$ cat src/scwp_pkg.sv
// constants used by the serial control word port
package scwp_pkg;

  // ----------------------------------------
  // core clock and polling
  // ----------------------------------------
  localparam int CORE_CLK_PERIOD_NS = 5;
  localparam int POLL_PERIOD_NS = 125000;
  // poll and sample boundary share one period; exact division, no rounding
  localparam int POLL_CYCLES = POLL_PERIOD_NS / CORE_CLK_PERIOD_NS;
  localparam int SYNC_STAGES = 2;

  // ----------------------------------------
  // word framing
  // ----------------------------------------
  localparam int WORD_BITS = 16;
  localparam int ADDR_BITS = 4;
  localparam int REG_COUNT = 6;
  localparam logic [4:0] WORD_BIT_COUNT = 5'h10;
  localparam logic [1:0] LAST_EXTRA_PULSE = 2'h3;

  // ----------------------------------------
  // register offsets (address nibble b3..b0)
  // ----------------------------------------
  localparam logic [3:0] PREAMP_DUPLEX_VOLUME_CTRL_OFS = 4'h0;
  localparam logic [3:0] TX_VOLUME_TAPS_CTRL_OFS = 4'h2;
  localparam logic [3:0] RX_DETECT_RAMP_CTRL_OFS = 4'h4;
  localparam logic [3:0] TX_SUPPRESSION_TUNING_OFS = 4'h6;
  localparam logic [3:0] ECHO_RETURN_AND_GAIN_CTRL_OFS = 4'h8;
  localparam logic [3:0] FILTER_AND_CANCELLER_DISABLES_OFS = 4'hA;

  // ----------------------------------------
  // reset values (low nibble holds the register's own address)
  // ----------------------------------------
  localparam logic [15:0] PREAMP_DUPLEX_VOLUME_CTRL_RST = 16'hA400;
  localparam logic [15:0] TX_VOLUME_TAPS_CTRL_RST = 16'h2A02;
  localparam logic [15:0] RX_DETECT_RAMP_CTRL_RST = 16'h0004;
  localparam logic [15:0] TX_SUPPRESSION_TUNING_RST = 16'h0006;
  localparam logic [15:0] ECHO_RETURN_AND_GAIN_CTRL_RST = 16'h0008;
  localparam logic [15:0] FILTER_AND_CANCELLER_DISABLES_RST = 16'h000A;

  // ----------------------------------------
  // field positions
  // ----------------------------------------
  localparam int PREAMP_ENABLE_BIT = 15;
  localparam int HALF_DUPLEX_DISABLE_BIT = 14;
  localparam int GRADED_BETA_LSB = 12;
  localparam int RX_VOLUME_LSB = 8;
  localparam int TX_SUPPRESS_DISABLE_BIT = 7;
  localparam int AEC_COEF_CTRL_LSB = 5;
  localparam int NOISE_GUARD_DISABLE_BIT = 4;
  localparam int RECEIVE_ANALOG_GAIN_LSB = 6;
  localparam int TRANSMIT_ANALOG_GAIN_LSB = 4;

  // ----------------------------------------
  // analog gain codes
  // ----------------------------------------
  localparam logic [1:0] GAIN_0_DB = 2'h0;
  localparam logic [1:0] GAIN_6_DB = 2'h1;
  localparam logic [1:0] GAIN_9P5_DB = 2'h2;
  localparam logic [1:0] GAIN_12_DB = 2'h3;

endpackage

$ cat src/pin_sync.sv
// two-stage synchroniser for asynchronous pin inputs
`timescale 1ns/1ps
module pin_sync #(
  parameter int WIDTH = 3,
  // per-bit level after reset; match each pin's idle level so no false edge follows reset
  parameter logic [WIDTH-1:0] RESET_VAL = '0
) (
  // clock, reset, enable
  input wire logic core_clk,
  input wire logic arst_n,
  input wire logic clkEn,
  // async in, synchronised out
  input wire logic [WIDTH-1:0] asyncIn,
  output logic [WIDTH-1:0] syncOut
);

  logic [WIDTH-1:0] stage1;
  logic [WIDTH-1:0] next_stage1;
  logic [WIDTH-1:0] next_syncOut;

  // ----------------------------------------
  // stage one is read by stage two only
  // ----------------------------------------
  always_comb begin
    next_stage1 = clkEn ? asyncIn : stage1;
    next_syncOut = clkEn ? stage1 : syncOut;
  end

  always_ff @(posedge core_clk or negedge arst_n) begin
    if (!arst_n) begin
      stage1 <= RESET_VAL;
      syncOut <= RESET_VAL;
    end else begin
      stage1 <= next_stage1;
      syncOut <= next_syncOut;
    end
  end

endmodule

$ cat src/serial_control_word_port.sv
// write-only three-wire serial control word port with six config registers
//
// Behaviour
// Write-only port; data, shift clock and low frame line load one 16-bit word.
// Controller starts each transfer by dropping frame while shift clock is low.
// Word arrives MSB first, bit 15 to bit 0, sixteen bits.
// Data line captured into shift register on each shift clock rise.
// After bit 0 frame rises, then four or more pulses commit the word.
// Shift clock may be arbitrarily slow; only minimum high and low times matter.
// Port polled every 125 us; writes must be spaced at least that far.
// Low four bits of the word address the target configuration register.
// Controller always sends bit 0 as zero.
// Six registers at codes 0,2,4,6,8,A; upper twelve bits carry fields.
// Clearing bit 15 of register 0 bypasses the microphone preamplifier.
// Transmit analog gain selects 0, 6, 9.5 or 12 dB; reset 0 dB.
// Receive analog gain selects the same four gains; reset 0 dB.
// Updates take effect on 8 kHz sample boundaries.
// Every register field takes its marked default after reset.
// Commit copies upper twelve bits into the addressed register only.
// Frame, data and shift clock are synchronised before any word is used.
`timescale 1ns/1ps
module serial_control_word_port #(
  parameter int POLL_CYCLES = scwp_pkg::POLL_CYCLES
) (
  // clock, reset, enable
  input wire logic core_clk,
  input wire logic arst_n,
  input wire logic clkEn,
  // serial pins from the controller
  input wire logic serialData,
  input wire logic shiftClk,
  input wire logic transferFrame_n,
  // configuration registers
  output logic [15:0] preampDuplexVolumeCtrl,
  output logic [15:0] txVolumeTapsCtrl,
  output logic [15:0] rxDetectRampCtrl,
  output logic [15:0] txSuppressionTuning,
  output logic [15:0] echoReturnAndGainCtrl,
  output logic [15:0] filterAndCancellerDisables,
  // decoded controls
  output logic preampEnable,
  output logic preampBypass,
  output logic halfDuplexDisable,
  output logic [1:0] gradedBeta,
  output logic [3:0] rxVolume,
  output logic txSuppressDisable,
  output logic [1:0] aecCoefCtrl,
  output logic noiseGuardDisable,
  output logic [1:0] transmitAnalogGainField,
  output logic [1:0] receiveAnalogGainField,
  // status
  output logic sampleTick,
  output logic wordPending,
  output logic frameErrorPulse,
  output logic overrunPulse,
  output logic ignoredAddrPulse
);

  localparam int TIMER_W = $clog2(POLL_CYCLES + 1);
  localparam logic [TIMER_W-1:0] TIMER_LAST = TIMER_W'(POLL_CYCLES - 1);

  typedef enum logic [1:0] {FRM_IDLE, FRM_SHIFT, FRM_COMMIT} frame_state_e;

  // ----------------------------------------
  // address decode
  // ----------------------------------------
  // maps an address nibble to a register slot; hit is low for undefined codes
  function automatic logic [3:0] decodeAddr(input logic [3:0] addr);
    logic hit;
    logic [2:0] idx;
    hit = 1'b1;
    idx = 3'h0;
    unique case (addr)
      scwp_pkg::PREAMP_DUPLEX_VOLUME_CTRL_OFS: idx = 3'h0;
      scwp_pkg::TX_VOLUME_TAPS_CTRL_OFS: idx = 3'h1;
      scwp_pkg::RX_DETECT_RAMP_CTRL_OFS: idx = 3'h2;
      scwp_pkg::TX_SUPPRESSION_TUNING_OFS: idx = 3'h3;
      scwp_pkg::ECHO_RETURN_AND_GAIN_CTRL_OFS: idx = 3'h4;
      scwp_pkg::FILTER_AND_CANCELLER_DISABLES_OFS: idx = 3'h5;
      default: hit = 1'b0;
    endcase
    return {hit, idx};
  endfunction

  // ----------------------------------------
  // pin synchronisers
  // ----------------------------------------
  logic [2:0] pinSync;
  logic dataSync;
  logic strobeSync;
  logic frameSync_n;
  logic strobeLast;
  logic next_strobeLast;
  logic strobeRise;
  logic frameActive;

  // all three pins share one chain so data, strobe and frame keep their order
  // frame resets to its idle high level, or release would look like a frame start
  pin_sync #(
    .WIDTH(3),
    .RESET_VAL(3'h1)
  ) u_pin_sync (
    .core_clk(core_clk),
    .arst_n(arst_n),
    .clkEn(clkEn),
    .asyncIn({serialData, shiftClk, transferFrame_n}),
    .syncOut(pinSync)
  );

  assign dataSync = pinSync[2];
  assign strobeSync = pinSync[1];
  assign frameSync_n = pinSync[0];

  // ----------------------------------------
  // shift clock edge detection
  // ----------------------------------------
  // edges found by sampling, so any slow strobe works; 55 ns high/low > 2 periods
  always_comb begin
    next_strobeLast = clkEn ? strobeSync : strobeLast;
  end

  always_ff @(posedge core_clk or negedge arst_n) begin
    if (!arst_n) begin
      strobeLast <= 1'b0;
    end else begin
      strobeLast <= next_strobeLast;
    end
  end

  assign strobeRise = clkEn & strobeSync & ~strobeLast;
  assign frameActive = ~frameSync_n;

  // ----------------------------------------
  // poll timer: one tick per 125 us sample period
  // ----------------------------------------
  logic [TIMER_W-1:0] pollCount;
  logic [TIMER_W-1:0] next_pollCount;
  logic next_sampleTick;

  always_comb begin
    next_pollCount = pollCount;
    next_sampleTick = 1'b0;
    if (clkEn) begin
      if (pollCount == TIMER_LAST) begin
        next_pollCount = '0;
        next_sampleTick = 1'b1;
      end else begin
        next_pollCount = pollCount + TIMER_W'(1);
      end
    end
  end

  always_ff @(posedge core_clk or negedge arst_n) begin
    if (!arst_n) begin
      pollCount <= '0;
      sampleTick <= 1'b0;
    end else begin
      pollCount <= next_pollCount;
      sampleTick <= next_sampleTick;
    end
  end

  // ----------------------------------------
  // frame state machine and shift register
  // ----------------------------------------
  frame_state_e frameState;
  frame_state_e next_frameState;
  logic [15:0] shiftReg;
  logic [15:0] next_shiftReg;
  logic [4:0] bitCount;
  logic [4:0] next_bitCount;
  logic [1:0] extraCount;
  logic [1:0] next_extraCount;
  logic [15:0] pendingWord;
  logic [15:0] next_pendingWord;
  logic next_wordPending;
  logic next_frameErrorPulse;
  logic next_overrunPulse;
  logic commitNow;
  logic consumeNow;

  // the poll takes the pending word on the tick that follows its commit
  assign consumeNow = sampleTick & wordPending & clkEn;

  always_comb begin
    next_frameState = frameState;
    next_shiftReg = shiftReg;
    next_bitCount = bitCount;
    next_extraCount = extraCount;
    next_frameErrorPulse = 1'b0;
    next_overrunPulse = 1'b0;
    commitNow = 1'b0;
    if (clkEn) begin
      unique case (frameState)
        FRM_IDLE: begin
          if (frameActive) begin
            next_frameState = FRM_SHIFT;
            next_bitCount = strobeRise ? 5'h1 : 5'h0;
            if (strobeRise) begin
              next_shiftReg = {shiftReg[14:0], dataSync};
            end
          end
        end
        FRM_SHIFT: begin
          if (frameActive) begin
            if (strobeRise) begin
              // older bits fall out the top, so the last sixteen win
              next_shiftReg = {shiftReg[14:0], dataSync};
              if (bitCount != scwp_pkg::WORD_BIT_COUNT) begin
                next_bitCount = bitCount + 5'h1;
              end
            end
          end else if (bitCount == scwp_pkg::WORD_BIT_COUNT) begin
            next_frameState = FRM_COMMIT;
            next_extraCount = '0;
          end else begin
            // short frame: word dropped, nothing committed
            next_frameState = FRM_IDLE;
            next_frameErrorPulse = 1'b1;
          end
        end
        FRM_COMMIT: begin
          if (frameActive) begin
            // new frame before the fourth pulse abandons the old word
            next_frameState = FRM_SHIFT;
            next_frameErrorPulse = 1'b1;
            next_bitCount = strobeRise ? 5'h1 : 5'h0;
            if (strobeRise) begin
              next_shiftReg = {shiftReg[14:0], dataSync};
            end
          end else if (strobeRise) begin
            if (extraCount == scwp_pkg::LAST_EXTRA_PULSE) begin
              commitNow = 1'b1;
              next_frameState = FRM_IDLE;
            end else begin
              next_extraCount = extraCount + 2'h1;
            end
          end
        end
      endcase
    end
    // a commit in the consume cycle keeps the new word pending
    next_pendingWord = commitNow ? shiftReg : pendingWord;
    next_wordPending = commitNow | (wordPending & ~consumeNow);
    if (commitNow && wordPending && !consumeNow) begin
      next_overrunPulse = 1'b1;
    end
  end

  always_ff @(posedge core_clk or negedge arst_n) begin
    if (!arst_n) begin
      frameState <= FRM_IDLE;
      shiftReg <= '0;
      bitCount <= '0;
      extraCount <= '0;
      pendingWord <= '0;
      wordPending <= 1'b0;
      frameErrorPulse <= 1'b0;
      overrunPulse <= 1'b0;
    end else begin
      frameState <= next_frameState;
      shiftReg <= next_shiftReg;
      bitCount <= next_bitCount;
      extraCount <= next_extraCount;
      pendingWord <= next_pendingWord;
      wordPending <= next_wordPending;
      frameErrorPulse <= next_frameErrorPulse;
      overrunPulse <= next_overrunPulse;
    end
  end

  // ----------------------------------------
  // configuration register file
  // ----------------------------------------
  logic [15:0] regFile [scwp_pkg::REG_COUNT];
  logic [15:0] next_regFile [scwp_pkg::REG_COUNT];
  logic next_ignoredAddrPulse;
  logic [3:0] slot;

  // only the poll writes, so every update lands on a sample boundary
  always_comb begin
    for (int i = 0; i < scwp_pkg::REG_COUNT; i++) begin
      next_regFile[i] = regFile[i];
    end
    next_ignoredAddrPulse = 1'b0;
    slot = decodeAddr(pendingWord[3:0]);
    if (consumeNow) begin
      if (slot[3]) begin
        // low nibble kept from the word; on a hit it equals the register's own code
        next_regFile[slot[2:0]] = {pendingWord[15:4], pendingWord[3:0]};
      end else begin
        next_ignoredAddrPulse = 1'b1;
      end
    end
  end

  always_ff @(posedge core_clk or negedge arst_n) begin
    if (!arst_n) begin
      regFile[0] <= scwp_pkg::PREAMP_DUPLEX_VOLUME_CTRL_RST;
      regFile[1] <= scwp_pkg::TX_VOLUME_TAPS_CTRL_RST;
      regFile[2] <= scwp_pkg::RX_DETECT_RAMP_CTRL_RST;
      regFile[3] <= scwp_pkg::TX_SUPPRESSION_TUNING_RST;
      regFile[4] <= scwp_pkg::ECHO_RETURN_AND_GAIN_CTRL_RST;
      regFile[5] <= scwp_pkg::FILTER_AND_CANCELLER_DISABLES_RST;
      ignoredAddrPulse <= 1'b0;
    end else begin
      for (int i = 0; i < scwp_pkg::REG_COUNT; i++) begin
        regFile[i] <= next_regFile[i];
      end
      ignoredAddrPulse <= next_ignoredAddrPulse;
    end
  end

  // ----------------------------------------
  // register outputs and decoded fields
  // ----------------------------------------
  // no path leads back to the pins: the port is write-only
  assign preampDuplexVolumeCtrl = regFile[0];
  assign txVolumeTapsCtrl = regFile[1];
  assign rxDetectRampCtrl = regFile[2];
  assign txSuppressionTuning = regFile[3];
  assign echoReturnAndGainCtrl = regFile[4];
  assign filterAndCancellerDisables = regFile[5];

  // preamp bypass routes the converter straight to the preamp output pin
  assign preampEnable = regFile[0][scwp_pkg::PREAMP_ENABLE_BIT];
  assign preampBypass = ~regFile[0][scwp_pkg::PREAMP_ENABLE_BIT];
  assign halfDuplexDisable = regFile[0][scwp_pkg::HALF_DUPLEX_DISABLE_BIT];
  assign gradedBeta = regFile[0][scwp_pkg::GRADED_BETA_LSB +: 2];
  assign rxVolume = regFile[0][scwp_pkg::RX_VOLUME_LSB +: 4];
  assign txSuppressDisable = regFile[0][scwp_pkg::TX_SUPPRESS_DISABLE_BIT];
  assign aecCoefCtrl = regFile[0][scwp_pkg::AEC_COEF_CTRL_LSB +: 2];
  assign noiseGuardDisable = regFile[0][scwp_pkg::NOISE_GUARD_DISABLE_BIT];

  // gain codes follow GAIN_0_DB..GAIN_12_DB in the package
  assign transmitAnalogGainField = regFile[4][scwp_pkg::TRANSMIT_ANALOG_GAIN_LSB +: 2];
  assign receiveAnalogGainField = regFile[4][scwp_pkg::RECEIVE_ANALOG_GAIN_LSB +: 2];

endmodule

$ cat config.mk
export PLATFORM = sky130hd
export DESIGN_NAME = serial_control_word_port
export DESIGN_NICKNAME = d
export VERILOG_FILES = /design/src/scwp_pkg.sv /design/src/pin_sync.sv /design/src/serial_control_word_port.sv
export SDC_FILE = /design/constraint.sdc
export NUM_CORES = 1
export LEC_CHECK = 0
export ABC_CLOCK_PERIOD_IN_PS = 1860
export BUFFER_PORTS_ARGS = -buffer_cell sky130_fd_sc_hd__buf_2
export CAP_MARGIN = 5
export CORE_ASPECT_RATIO = 1.75
export CORE_MARGIN = 2
export CORE_UTILIZATION = 40
export DETAILED_ROUTE_END_ITERATION = 12
export GPL_ROUTABILITY_DRIVEN = 0
export SYNTH_ARGS = -nofsm -noshare
export SYNTH_HDL_FRONTEND = slang
export SYNTH_SLANG_ARGS = --single-unit
$ cat constraint.sdc
create_clock -name core_clk -period 1.86 [get_ports core_clk]
set_input_delay 0.279 -clock core_clk [delete_from_list [all_inputs] [get_ports core_clk]]
set_output_delay 0.279 -clock core_clk [all_outputs]
set_load 0.005 [all_outputs]
==> metrics.md <==
| Metric | Value |
|---|---|
| Core area | approximately 16000 sq um |
| Main flop type after synthesis | dfrtp_1 |
| Synth Instances | 475 |
| Min Tclk post-route | about 1.8 ns |
| Hold crit path type | primary input to flop |
| Maximum VDD drop | 0.000610 V |
| Worst-margin pin slew | between 0.4 and 0.5 ns |
| Synthesized area per cell | approximately 14 sq um |
| Hpwl dp | 9.55 mm |
| Fillers | between 1000 and 1500 |
| Required time worst endpoint | 2.15 ns |
| Switch Pwr | 2.05 mW |
| Area delta synth->final | 22.0% |
| Combinational share of power | 0.095 |
| CTS sink cnt | 164 |
| Most common cell in the netlist | dfrtp_1 |
| Fin. Hold Viols | 0 |
| Synth top cells by count | dfrtp_1 (149), mux2_2 (111), nand2_1 (19), buf_4 (18), nor2_1 (17) |
| Pwr Total | approximately 8 mW |
| Hold path depth | 2 |
| First-pass GRT wire length | 21.8 mm |
| DRC | 0 |
| Register area | around 4000 sq um |
| Synth area leaders | dfrtp_1 (55%), mux2_2 (19%), dfstp_2 (5.8%), buf_4 (2.0%), ha_1 (1.5%) |
| Initial Util | 0.410 |
| RSZ-0062 raised after global routing | true |
| Sw frac | 0.250 |
| Post-Syn Area | 6750 sq um |
| Vias | just over 4000 |
| Clock tree root driver cell | clkbuf_16 |
| Power Dens Cells | between 900 and 1000 nW/um^2 |
| CTS Buf Count | 17 |
| Async set-or-reset flop fraction in the synthesized netlist | 1.00 |
| Post-synthesis sequential area ratio | 0.611 |
| Full die area | between 15000 and 20000 sq um |
| Die W | approximately 100 microns |
| Die Span Y | approximately 180 microns |
| Worst-path clk slew | around 0.070 ns |
| Vias/cell | approximately 5 |
| Pin count of the biggest net entering global routing | 47 |
| Status | complete, no violations |
| Int Pwr | a little over 6 mW |
| Drt first-iter violations | 89 |
| CP Launch Type | flop |
| Post-synth top area cell | dfrtp_1 |
| Fmax | 569 MHz |
| Setup CP Type | flop to flop |
| Grt ovf | 0 |
| Initial antenna violation count | 0 |
| Skew final | 0.0103 ns |
| CTS tree | done |
| Final setup violation count | 0 |
| Area of the multi-input gates | 2360 sq um |
| Syn nets | ~500 |
| FP Rows | 62 |
| Hold slack | 0.0961 ns |
| Routed WL | about 13 mm |
| # Max-Cap Violations | 0 |
| Placed Area | 7580 sq um |
| Antenna-violating nets left | 0 |
| Nets | between 600 and 700 |
| Tot GR Track Use | 0.155 |
| Worst Path Arrival | 2.05 ns |
| EDFF count, synth | 0 |
| Layout cell share with drive strength beyond 1 | 0.517 |
| Sequential share of power | 0.475 |
| H-tree depth | 4 |
| Final slew viol count | 0 |
| Vias in the first global route | between 4000 and 5000 |
| Post-route cell area | a little over 8000 sq um |
| Slew HR | 0.708 |
| Synth unique cells | 53 |
| IO Pins | around 120 |
| Dpl ws | between 0.06 and 0.07 ns |
| Input/output buffers | ~120 |
| Yosys top cell area share | 0.553 |
| Max Root-Sink Buffers | 2 |
| Finished Core Util | 0.501 |
| Setup crit end kind | flop |
| Routed wire per std cell | 15.7 microns |
| Power share of the clock group | 0.430 |
| Yosys reg bits | 164 |
| ANT cells | 0 |
| Crit-path max FO | 18 |
| Setup ws final | between 0.1 and 0.15 ns |
| Clk Latency, worst-skew pair | ~0.4 ns |
| Pre-antenna DRT Iters | 5 |
| Period utilisation layout | 0.945 |
| Reg2reg path depth | 4 |
| Leakage | 4.39 nW |
| Synthesis Warnings | 0 |
[worst paths after layout]
path                       slack, ns                             to                     startpoint
setup reg to reg                0.10                pendingWord[10]                  frameState[0]
hold reg to reg                 0.48  filterAndCancellerDisables[0]  filterAndCancellerDisables[0]
max in group asynchronous       0.78           u_pin_sync.stage1[0]                         arst_n
setup / recovery                0.10                pendingWord[10]                  frameState[0]
hold / removal                   0.1           u_pin_sync.stage1[0]                transferFrame_n
min in group asynchronous       0.37  filterAndCancellerDisables[2]                         arst_n
[layout make-up]
type,instances,area share
sequential,164,0.501
multi-input combinational,269,0.287
timing repair buffer,144,0.101
clock buffer,18,0.0521
tap,224,0.0340
clock inverter,14,0.0204
inverter,10,0.00456
[critical path: stages (launching register included)]
cell	delay [ns]
dfrtp_1	0.41
inv_1	0.09
ha_1	0.31
and4_4	0.45
mux2_2	0.37
[power by group through the flow]
stage          sequential, mW  clock [mW]  combinational [mW]
6_report                 3.89        3.52               0.773
5_1_grt                  3.92        3.79               0.881
4_1_cts                  3.88        3.63               0.724
3_5_place_dp             3.95           0               0.722
3_3_place_gp             3.94           0               0.690
2_1_floorplan            3.91           0               0.484
[layout by cell type (no fill, tap or decap), types with 6 or more instances in the layout]
cell,count
dfrtp_1,149
buf_2,122
mux2_2,111
nand2_1,19
clkbuf_16,17
nor2_1,16
buf_4,16
dfstp_2,15
o21ai_0,12
and2_1,11
inv_1,10
nand2b_1,10
nor2b_1,8
xnor2_1,7
ha_1,7
nand3_1,6
[state kept, by name (all words and copies together) (netlist names), 5 cells and up]
signal and count:
echoReturnAndGainCtrl 16, filterAndCancellerDisables 16, pendingWord 16, preampDuplexVolumeCtrl 16, rxDetectRampCtrl 16, shiftReg 16, txSuppressionTuning 16, txVolumeTapsCtrl 16
pollCount 15, bitCount 5
[cell families (layout without fill, tap and decap cells)]
family | count (synthesis) | in the layout | synth area share
buf+inv | 42 | 186 | 0.0428
compound gates | 30 | 30 | 0.0284
fa+ha+maj | 8 | 8 | 0.0148
mux | 113 | 113 | 0.188
flops | 164 | 164 | 0.611
simple gates | 107 | 107 | 0.100
xor+xnor | 11 | 11 | 0.0143
[through the flow]
step | TNS [ns] | instances
5_1_grt | -0.165 | 843
4_1_cts | 0 | 841
6_report | 0 | 843
3_3_place_gp | 0 | 808
2_1_floorplan | 0 | 475
3_5_place_dp | 0 | 808
[per-layer routing]
metal / GRT usage / vias up / wire length (microns)
met5: 0 / - / 0
met4: 0.0583 / 0 / 266
met3: 0.0338 / 22 / 484
met2: 0.279 / 90 / 7130
met1: 0.177 / 2089 / 5330
li1: - / 1901 / -
[repair_timing]
action                                  CTS  global route
resized for setup                         0             5
hold endpoints to repair                 34             0
endpoints found under the setup margin    0            13
hold buffers                              1             0
buffers inserted                          0             2
No activity file was read; power rests on OpenSTA's default activity.
